### config.mk
export PLATFORM = sky130hd
export DESIGN_NAME = acqo_top
export DESIGN_NICKNAME = d
export VERILOG_FILES = /design/src/verilog/acqo_pkg.sv /design/src/verilog/acqo_interp.sv /design/src/verilog/acqo_top.sv
export SDC_FILE = /design/constraint.sdc
export NUM_CORES = 2
export LEC_CHECK = 0
export BUFFER_PORTS_ARGS = -buffer_cell sky130_fd_sc_hd__buf_2
export CAP_MARGIN = 20
export CORE_UTILIZATION = 35
export CTS_CLUSTER_DIAMETER = 200
export DETAILED_ROUTE_END_ITERATION = 6
export HOLD_SLACK_MARGIN = 0.15
export PLACE_DENSITY = 0.51
export SYNTH_ARGS = -nofsm -noshare
export SYNTH_HDL_FRONTEND = slang
export SYNTH_SLANG_ARGS = --single-unit
### constraint.sdc
create_clock -name mclk -period 10.6 [get_ports mclk]
set_input_delay 0.53 -clock mclk [delete_from_list [all_inputs] [get_ports mclk]]
set_output_delay 0.53 -clock mclk [all_outputs]
set_load 0.01 [all_outputs]
### src/verilog/acqo_pkg.sv
// Constants for the angle correction and quadrature output block.
// Assumes a 250 MHz mclk and an upstream angle path on the same clock.
`default_nettype none
package acqo_pkg;
  localparam int          ACQO_ANGLE_W       = 15;
  localparam int          ACQO_COEF_W        = 12;
  localparam int          ACQO_NUM_POINTS    = 32;
  localparam int          ACQO_IDX_W         = 5;
  localparam int          ACQO_FRAC_W        = ACQO_ANGLE_W - ACQO_IDX_W;
  localparam int          ACQO_RES_W         = 4;
  // Coefficient LSB equals one angle LSB at scale 0 (2048 LSB = 22.5 deg)
  localparam int          ACQO_COEF_SHIFT0   = 0;
  localparam int          ACQO_COEF_SHIFT1   = 1;
  localparam int          ACQO_COEF_ALIGN    = 0;
  localparam logic [3:0]  ACQO_RES_CODE_MIN  = 4'h3;
  localparam logic [3:0]  ACQO_RES_CODE_MAX  = 4'hE;
  localparam logic [3:0]  ACQO_RES_N_AT_MIN  = 4'hB;
  localparam logic [3:0]  ACQO_RES_DEFAULT_N = 4'hB;
  localparam int          ACQO_MAX_N         = 11;
  localparam int          ACQO_QPOS_W        = ACQO_MAX_N + 2;
  // Pipeline depth of the correction path, equal for both settings
  localparam int          ACQO_LATENCY       = 3;
  typedef enum logic [1:0] {
    ACQO_QSTATE_ONE,
    ACQO_QSTATE_TWO,
    ACQO_QSTATE_THREE,
    ACQO_QSTATE_FOUR
  } acqo_qstate_t;
endpackage : acqo_pkg
`default_nettype wire

### src/verilog/acqo_interp.sv
// Piecewise-linear correction: interpolates between two coefficients.
// Assumes coefficients are stable while sampled; purely combinational.
`default_nettype none
module acqo_interp
  import acqo_pkg::*;
(
  input  wire logic signed [ACQO_COEF_W-1:0]  coef_lo,
  input  wire logic signed [ACQO_COEF_W-1:0]  coef_hi,
  input  wire logic        [ACQO_FRAC_W-1:0]  frac,
  output logic signed      [ACQO_COEF_W+1:0]  corr
);
  logic signed [ACQO_COEF_W+ACQO_FRAC_W+1:0] acc;
  always_comb begin
    // lo*(1-f) + hi*f, midpoint gives the average
    acc = $signed({{(ACQO_FRAC_W+2){coef_lo[ACQO_COEF_W-1]}}, coef_lo} << ACQO_FRAC_W)
        + ($signed({{2{coef_hi[ACQO_COEF_W-1]}}, coef_hi} - {{2{coef_lo[ACQO_COEF_W-1]}}, coef_lo})
           * $signed({1'b0, frac}));
    corr = acc[ACQO_COEF_W+ACQO_FRAC_W+1:ACQO_FRAC_W];
  end
endmodule : acqo_interp
`default_nettype wire

### src/verilog/acqo_top.sv
// Angle correction table and quadrature A/B/index encoder output.
// Assumes angle_valid pulses once per angle update period on mclk.
// Assumes all inputs, coefficient port included, come from logic on mclk.
//
// What this block does
// - Holds 32 coefficients, one per 11.25 degree point from 0 to 348.75.
// - Corrected angle is measured angle minus the correction value.
// - Coefficients are 12-bit two's-complement, -2048 to 2047 LSB.
// - Scale select: 0 gives +-22.5 degrees span, 1 gives +-45 degrees.
// - Between points, correction interpolates linearly; midpoint is the average.
// - Correction on or off keeps the same path latency.
// - With correction disabled, coefficient fields do not affect the angle.
// - A and B make 2^N cycles per turn, 50% duty by angle.
// - B is a quarter cycle ahead of A for increasing angle; each state spans 90e.
// - Index pulse once per revolution at the zero position.
// - States (A,B): one 00, two 01, three 11, four 10.
// - Increasing steps one-two-three-four; decreasing reverse; one edge per step.
// - Increasing: B edge leads A edge; decreasing: A edge leads B.
// - Each quadrature state is 360/(4*2^N) degrees.
// - 4-bit resolution code 3..14 gives N 11..0; others reserved or invalid.
// - Corrected angle updates once per angle period; A/B step one state per clock until caught up.
//
// Implementation choices: strobed register access and the register addresses.
`default_nettype none
module acqo_top
  import acqo_pkg::*;
(
  input  wire logic                           mclk,
  input  wire logic                           rst_n,
  input  wire logic [ACQO_ANGLE_W-1:0]        angle_in,
  input  wire logic                           angle_valid,
  input  wire logic                           correction_enable,
  input  wire logic                           correction_scale_select,
  input  wire logic [ACQO_RES_W-1:0]          encoder_cycle_count_select,
  input  wire logic                           coef_we,
  input  wire logic [ACQO_IDX_W-1:0]          coef_addr,
  input  wire logic [ACQO_COEF_W-1:0]         coef_wdata,
  input  wire logic                           coef_re,
  output logic      [ACQO_COEF_W-1:0]         coef_rdata,
  output logic      [ACQO_ANGLE_W-1:0]        corrected_angle,
  output logic                                quad_a,
  output logic                                quad_b,
  output logic                                quadrature_index_output,
  output logic                                resolution_invalid
);
  // Coefficient table storage
  logic [ACQO_COEF_W-1:0] coef_mem_ff [ACQO_NUM_POINTS];
  logic [ACQO_COEF_W-1:0] nxt_coef_mem [ACQO_NUM_POINTS];
  logic [ACQO_COEF_W-1:0] coef_rdata_ff;
  logic [ACQO_COEF_W-1:0] nxt_coef_rdata;

  genvar gi;
  generate
    for (gi = 0; gi < ACQO_NUM_POINTS; gi++) begin : g_coef
      always_comb begin
        nxt_coef_mem[gi] = coef_mem_ff[gi];
        if (coef_we && (coef_addr == ACQO_IDX_W'(gi))) begin
          nxt_coef_mem[gi] = coef_wdata;
        end
      end
      always_ff @(posedge mclk or negedge rst_n) begin
        if (!rst_n) begin
          coef_mem_ff[gi] <= '0;
        end else begin
          coef_mem_ff[gi] <= nxt_coef_mem[gi];
        end
      end
    end
  endgenerate

  // Read data hold until the next read strobe
  always_comb begin
    nxt_coef_rdata = coef_rdata_ff;
    if (coef_re) begin
      nxt_coef_rdata = coef_mem_ff[coef_addr];
    end
  end

  // Stage 1: look up the two neighbouring points
  logic [ACQO_IDX_W-1:0]            idx_lo;
  logic [ACQO_IDX_W-1:0]            idx_hi;
  logic signed [ACQO_COEF_W+1:0]    corr_w;
  logic [ACQO_ANGLE_W-1:0]          s1_angle_ff;
  logic [ACQO_ANGLE_W-1:0]          nxt_s1_angle;
  logic signed [ACQO_COEF_W+1:0]    s1_corr_ff;
  logic signed [ACQO_COEF_W+1:0]    nxt_s1_corr;
  logic                             s1_vld_ff;
  logic                             nxt_s1_vld;
  logic [ACQO_ANGLE_W-1:0]          s2_angle_ff;
  logic [ACQO_ANGLE_W-1:0]          nxt_s2_angle;
  logic                             s2_vld_ff;
  logic                             nxt_s2_vld;
  logic [ACQO_ANGLE_W-1:0]          corr_aligned;
  logic [ACQO_ANGLE_W-1:0]          out_angle_ff;
  logic [ACQO_ANGLE_W-1:0]          nxt_out_angle;
  logic                             out_vld_ff;
  logic                             nxt_out_vld;

  assign idx_lo = angle_in[ACQO_ANGLE_W-1:ACQO_FRAC_W];
  assign idx_hi = idx_lo + ACQO_IDX_W'(1); // wraps 31 to 0

  acqo_interp u_interp (
    .coef_lo (coef_mem_ff[idx_lo]),
    .coef_hi (coef_mem_ff[idx_hi]),
    .frac    (angle_in[ACQO_FRAC_W-1:0]),
    .corr    (corr_w)
  );

  always_comb begin
    nxt_s1_angle = s1_angle_ff;
    nxt_s1_corr  = s1_corr_ff;
    nxt_s1_vld   = angle_valid;
    if (angle_valid) begin
      nxt_s1_angle = angle_in;
      // Disabled path zeroes the correction, same stages used
      nxt_s1_corr  = correction_enable ? corr_w : '0;
    end
  end

  // Stage 2: scale and subtract, modulo one turn
  always_comb begin
    corr_aligned = ACQO_ANGLE_W'(s1_corr_ff <<< ACQO_COEF_ALIGN);
    // Scale 1 doubles the weight of every coefficient
    if (correction_scale_select) begin
      corr_aligned = ACQO_ANGLE_W'(s1_corr_ff <<< (ACQO_COEF_ALIGN + ACQO_COEF_SHIFT1));
    end
    nxt_s2_vld   = s1_vld_ff;
    nxt_s2_angle = s2_angle_ff;
    if (s1_vld_ff) begin
      nxt_s2_angle = s1_angle_ff - corr_aligned;
    end
  end

  // Stage 3: register the corrected angle for output
  always_comb begin
    nxt_out_vld   = s2_vld_ff;
    nxt_out_angle = out_angle_ff;
    if (s2_vld_ff) begin
      nxt_out_angle = s2_angle_ff;
    end
  end

  always_ff @(posedge mclk or negedge rst_n) begin
    if (!rst_n) begin
      coef_rdata_ff <= '0;
      s1_angle_ff   <= '0;
      s1_corr_ff    <= '0;
      s1_vld_ff     <= 1'b0;
      s2_angle_ff   <= '0;
      s2_vld_ff     <= 1'b0;
      out_angle_ff  <= '0;
      out_vld_ff    <= 1'b0;
    end else begin
      coef_rdata_ff <= nxt_coef_rdata;
      s1_angle_ff   <= nxt_s1_angle;
      s1_corr_ff    <= nxt_s1_corr;
      s1_vld_ff     <= nxt_s1_vld;
      s2_angle_ff   <= nxt_s2_angle;
      s2_vld_ff     <= nxt_s2_vld;
      out_angle_ff  <= nxt_out_angle;
      out_vld_ff    <= nxt_out_vld;
    end
  end

  // Resolution decode; reserved and invalid codes freeze the A/B and index outputs
  // Invalid codes fall back to the finest N so the masks stay in range
  logic [3:0] res_n;
  logic       res_bad;
  always_comb begin
    res_bad = (encoder_cycle_count_select < ACQO_RES_CODE_MIN) ||
              (encoder_cycle_count_select > ACQO_RES_CODE_MAX);
    res_n   = ACQO_RES_DEFAULT_N;
    if (!res_bad) begin
      res_n = ACQO_RES_N_AT_MIN - (encoder_cycle_count_select - ACQO_RES_CODE_MIN);
    end
  end

  // Target quadrature position: top N+2 bits of the angle
  logic [ACQO_QPOS_W-1:0] target_q;
  always_comb begin
    target_q = ACQO_QPOS_W'(out_angle_ff >> (ACQO_ANGLE_W - 2 - int'(res_n)));
  end

  // Quadrature stepper
  acqo_qstate_t           qst_ff;
  acqo_qstate_t           nxt_qst;
  logic [ACQO_QPOS_W-1:0] qpos_ff;
  logic [ACQO_QPOS_W-1:0] nxt_qpos;
  logic [ACQO_QPOS_W-1:0] qmask;
  logic [ACQO_QPOS_W-1:0] qdiff;
  logic                   q_a_ff;
  logic                   nxt_q_a;
  logic                   q_b_ff;
  logic                   nxt_q_b;
  logic                   idx_ff;
  logic                   nxt_idx;
  logic                   step_en;
  logic                   step_up;
  logic                   track_ff;
  logic                   nxt_track;

  always_comb begin
    qmask   = ACQO_QPOS_W'((1 << (int'(res_n) + 2)) - 1);
    qdiff   = (target_q - qpos_ff) & qmask;
    // Walk one state per clock until caught up, never skipping a state
    step_en = (out_vld_ff || track_ff) && !res_bad && (qdiff != '0);
    // Shorter way round decides direction
    step_up = !qdiff[int'(res_n) + 1];
    nxt_qpos = qpos_ff;
    nxt_qst  = qst_ff;
    if (step_en) begin
      if (step_up) begin
        nxt_qpos = (qpos_ff + ACQO_QPOS_W'(1)) & qmask;
        case (qst_ff)
          ACQO_QSTATE_ONE:   nxt_qst = ACQO_QSTATE_TWO;
          ACQO_QSTATE_TWO:   nxt_qst = ACQO_QSTATE_THREE;
          ACQO_QSTATE_THREE: nxt_qst = ACQO_QSTATE_FOUR;
          ACQO_QSTATE_FOUR:  nxt_qst = ACQO_QSTATE_ONE;
          default:           nxt_qst = ACQO_QSTATE_ONE;
        endcase
      end else begin
        nxt_qpos = (qpos_ff - ACQO_QPOS_W'(1)) & qmask;
        case (qst_ff)
          ACQO_QSTATE_ONE:   nxt_qst = ACQO_QSTATE_FOUR;
          ACQO_QSTATE_TWO:   nxt_qst = ACQO_QSTATE_ONE;
          ACQO_QSTATE_THREE: nxt_qst = ACQO_QSTATE_TWO;
          ACQO_QSTATE_FOUR:  nxt_qst = ACQO_QSTATE_THREE;
          default:           nxt_qst = ACQO_QSTATE_ONE;
        endcase
      end
    end
    case (nxt_qst)
      ACQO_QSTATE_ONE:   begin nxt_q_a = 1'b0; nxt_q_b = 1'b0; end
      ACQO_QSTATE_TWO:   begin nxt_q_a = 1'b0; nxt_q_b = 1'b1; end
      ACQO_QSTATE_THREE: begin nxt_q_a = 1'b1; nxt_q_b = 1'b1; end
      ACQO_QSTATE_FOUR:  begin nxt_q_a = 1'b1; nxt_q_b = 1'b0; end
      default:           begin nxt_q_a = 1'b0; nxt_q_b = 1'b0; end
    endcase
    // Index stands for the whole state at position zero
    nxt_idx = (nxt_qpos == '0);
  end

  always_ff @(posedge mclk or negedge rst_n) begin
    if (!rst_n) begin
      qst_ff  <= ACQO_QSTATE_ONE;
      qpos_ff <= '0;
      q_a_ff  <= 1'b0;
      q_b_ff  <= 1'b0;
      idx_ff  <= 1'b0;
    end else begin
      qst_ff  <= nxt_qst;
      qpos_ff <= nxt_qpos;
      q_a_ff  <= nxt_q_a;
      q_b_ff  <= nxt_q_b;
      idx_ff  <= nxt_idx;
    end
  end

  // Catch-up flag: a fresh sample starts a walk, reaching the target ends it
  always_comb begin
    nxt_track = track_ff;
    if (!step_en) begin
      nxt_track = 1'b0;
    end
    // A new sample in the same cycle wins over the clear
    if (out_vld_ff) begin
      nxt_track = 1'b1;
    end
  end

  always_ff @(posedge mclk or negedge rst_n) begin
    if (!rst_n) begin
      track_ff <= 1'b0;
    end else begin
      track_ff <= nxt_track;
    end
  end

  // Invalid-code flag, registered so the output comes from a flop
  logic res_bad_ff;
  logic nxt_res_bad;
  always_comb begin
    nxt_res_bad = res_bad;
  end

  always_ff @(posedge mclk or negedge rst_n) begin
    if (!rst_n) begin
      res_bad_ff <= 1'b0;
    end else begin
      res_bad_ff <= nxt_res_bad;
    end
  end

  assign coef_rdata              = coef_rdata_ff;
  assign corrected_angle         = out_angle_ff;
  assign quad_a                  = q_a_ff;
  assign quad_b                  = q_b_ff;
  assign quadrature_index_output = idx_ff;
  assign resolution_invalid      = res_bad_ff;
endmodule : acqo_top
`default_nettype wire

==> impl_metrics.toml <==
[synth]
synth_area_leader_cell = "dfrtp_1"
yosysWarnings = 0
synthMuxAreaShare_pct = 37.9
synth_seq_cells = 478
yosysSeqAreaShare_pct = 33.1
synth_top_family_by_area = "multiplexers"
synthAdderAreaFrac_pct = 11.8
syn_inst = 2783
netlist_area_sq_um = 36200
ys_top_cells_by_area = "dfrtp_1 (33%), mux4_2 (23%), mux2_2 (14%), fa_1 (7.5%), ha_1 (4.3%)"
async_flop_share_pct = 100
synth-edff-count = 0
synth_compound_area_share_pct = 4.80
synth_cell_types = 93
synth_ff_type = "dfrtp_1"
synthSimpleGateAreaFrac_pct = 6.53
synth_xor_area_share_pct = 1.48
netlist.area_leader.share_pct = 33.1
synth_area_per_cell_sq_um = 13.0
synth_nets = 3085

[floorplan]
initial_core_util_pct = 35.4
die_h_microns = 323
core-area_sq_um = 102000
die_x_microns = 323
dieArea_sq_um = 105000
rows = 117
io_pins = 74

[drt]
num_vias = 24200
drt-total-wl_mm = 107
routed_via_density = 5.76
drt_first_pass_iters = 5
drt_iter0_markers = 1876
drc = 0
ant_nets = 0
wl_per_cell_microns = 25.4

[finish]
drive_gt1_share_pct = 38.8
final_cells = 4198
final_cell_mix = "dfrtp_1 (478), mux2_2 (440), mux4_2 (364)"
area_growth_pct = 11.1
nets = 3086
num-fill-cells = 9693
utilization_pct = 39.4
layout_commonest_cell = "dfrtp_1"

[placement]
gp_congestion = 0.868
dp_slack_ns = 0.538
dpl.cell_count = 4091
io_buffers = 73
hpwlAfterDp_mm = 73.4

[grt]
grtUsageTotal_pct = 21.1
grt_pass1_wl_mm = 166
overflow = 0
grt_max_degree = 90
grt_pass1_vias = 25800
antenna_found_initial = 7

[critical_path]
endpoint_kind = "flop"
worstPathArrival_ns = 10.00
crit_path_start = "angle_in[10]"
reg2reg_from = "coef_mem_ff[2]$_DFFE_PN0P_"
r2r_cells = 30
critPathMostFrequentCell = "fa_1"
worstPathMaxFanout = 32
cpPeakStageDelay_ns = 0.68
critical_path.startpoint_type = "input port"
r2r_slack_ns = 1.36
critPathSlowestCell = "ha_4"
crit_end = "s1_corr_ff[11]$_DFFE_PN0P_"
worstSetupPathType = "input port to flop"
r2r-end = "s1_corr_ff[11]$_DFFE_PN0P_"
cp.required_ns = 11.13

[sta]
clock_skew_ns = 0.0585
setup_viol_count_final = 0
setup_slack_ns = 1.12
slew_violations = 0
tightest_slew_ns = 1.15
final.setup.tns_ns = 0
hold_viol_final = 0
fmax_mhz = 105
rsz0062_at_grt = "false"
relSlewSlack_pct = 22.9
finalCritPeriodShare_pct = 89.4
post-route-min-period_ns = 9.48

[clock_network]
cts_tree = "built"
cts_root_buf = "clkbuf_16"
clk_pin_slew_ns = 0.05
cts_buffer_depth = 3
cts_buffers = 56
cts.sinks = 478
htree_num_levels = 2
clk_latency_ns = 0.66

[outcome]
outcome = "complete, no violations"

[worst_hold_path]
hp-class = "input port to flop"

[run]
drv_cap = 0
per-layer routing:
metal,share of wire (%),GRT usage (%),wire [microns],up-vias
met1,43,28.8,45800,12900
met5,0.023,0,24,-
li1,-,-,-,10300
met3,6.3,3.50,6680,168
met4,3.1,6.68,3300,4
met2,48,34.1,50800,784
cells by family (layout without fill, tap and decap cells):
logic type,after synthesis,in the layout
buffers and inverters,417,460
adders and majority gates,259,259
AOI/OAI and AO/OA,245,245
other,0,4
DFF,478,478
muxes,858,858
xor gates and xnor gates,61,61
and+or+nand+nor,465,465
worst min-delay path by stage:
stage / from / end / slack [ns] / cells past startpoint
after floorplan: rst_n / coef_mem_ff[0]$_DFFE_PN0P_ / 0.23 / 0
after CTS: correction_enable / s1_corr_ff[12]$_DFFE_PN0P_ / 0.22 / 3
after detailed placement: s2_angle_ff[4]$_DFFE_PN0P_ / s2_angle_ff[4]$_DFFE_PN0P_ / 0.47 / 1
after global routing: correction_enable / s1_corr_ff[7]$_DFFE_PN0P_ / 0.26 / 3
final: correction_enable / s1_corr_ff[7]$_DFFE_PN0P_ / 0.26 / 3
after global placement: out_vld_ff$_DFF_PN0_ / track_ff$_DFFE_PN0P_ / 0.46 / 1
cell usage after synthesis, drive strengths merged, types with 13 or more instances:
cell type,number
dfrtp,478
o22ai,13
xnor2,35
nand3,31
and2,68
o21ai,66
ha,123
a21oi,55
fa,136
nor2,85
inv,212
buf,43
mux2,449
nand2,146
mux4,364
a21o,14
mux2i,45
nor2b,22
xor2,26
nand2b,27
nor3,27
clkbuf,162
registers in the layout (all words and copies together), names as in the netlist, 2 cells and up:
register         count
qpos_ff             13
qst_ff               2
corrected_angle     15
coef_mem_ff        384
s2_angle_ff         15
s1_angle_ff         15
s1_corr_ff          14
coef_rdata          12
final cells by class:
cell class                 count  area, sq um  share of cell area (%)
multi-input combinational   1888        22700                    56.5
sequential                   478        12000                    29.8
tap                         1368         1710                    4.26
clock buffer                  79         1630                    4.06
timing repair buffer         148         1080                    2.70
inverter                     212          796                    1.98
clock inverter                21          289                   0.720
antenna                        4         10.0                  0.0249
per-stage QoR:
step	hold slack [ns]	cell area, sq um
floorplan	0.234	36200
CTS	0.224	40100
global route	0.256	40200
finish	0.256	40200
detailed placement	0.466	38200
global placement	0.457	38100
critical path, delay by kind of cell:
family	cells	cell delay, ns
adder cells (fa/ha/maj)	9	4.29
buffers and inverters	4	0.54
AND/OR/NAND/NOR	3	0.50
multiplexers	3	1.11
XOR/XNOR	1	0.08
AO/OA/AOI/OAI	13	2.89
what timing repair did:
item | CTS | global route
hold endpoints to repair | 85 | 0
hold buffers | 1 | 0
setup buffers | 0 | 0
resized for setup | 0 | 0
Power is not shown: default switching activity piles up to over one toggle a cycle in this logic, so the estimate is an artifact.
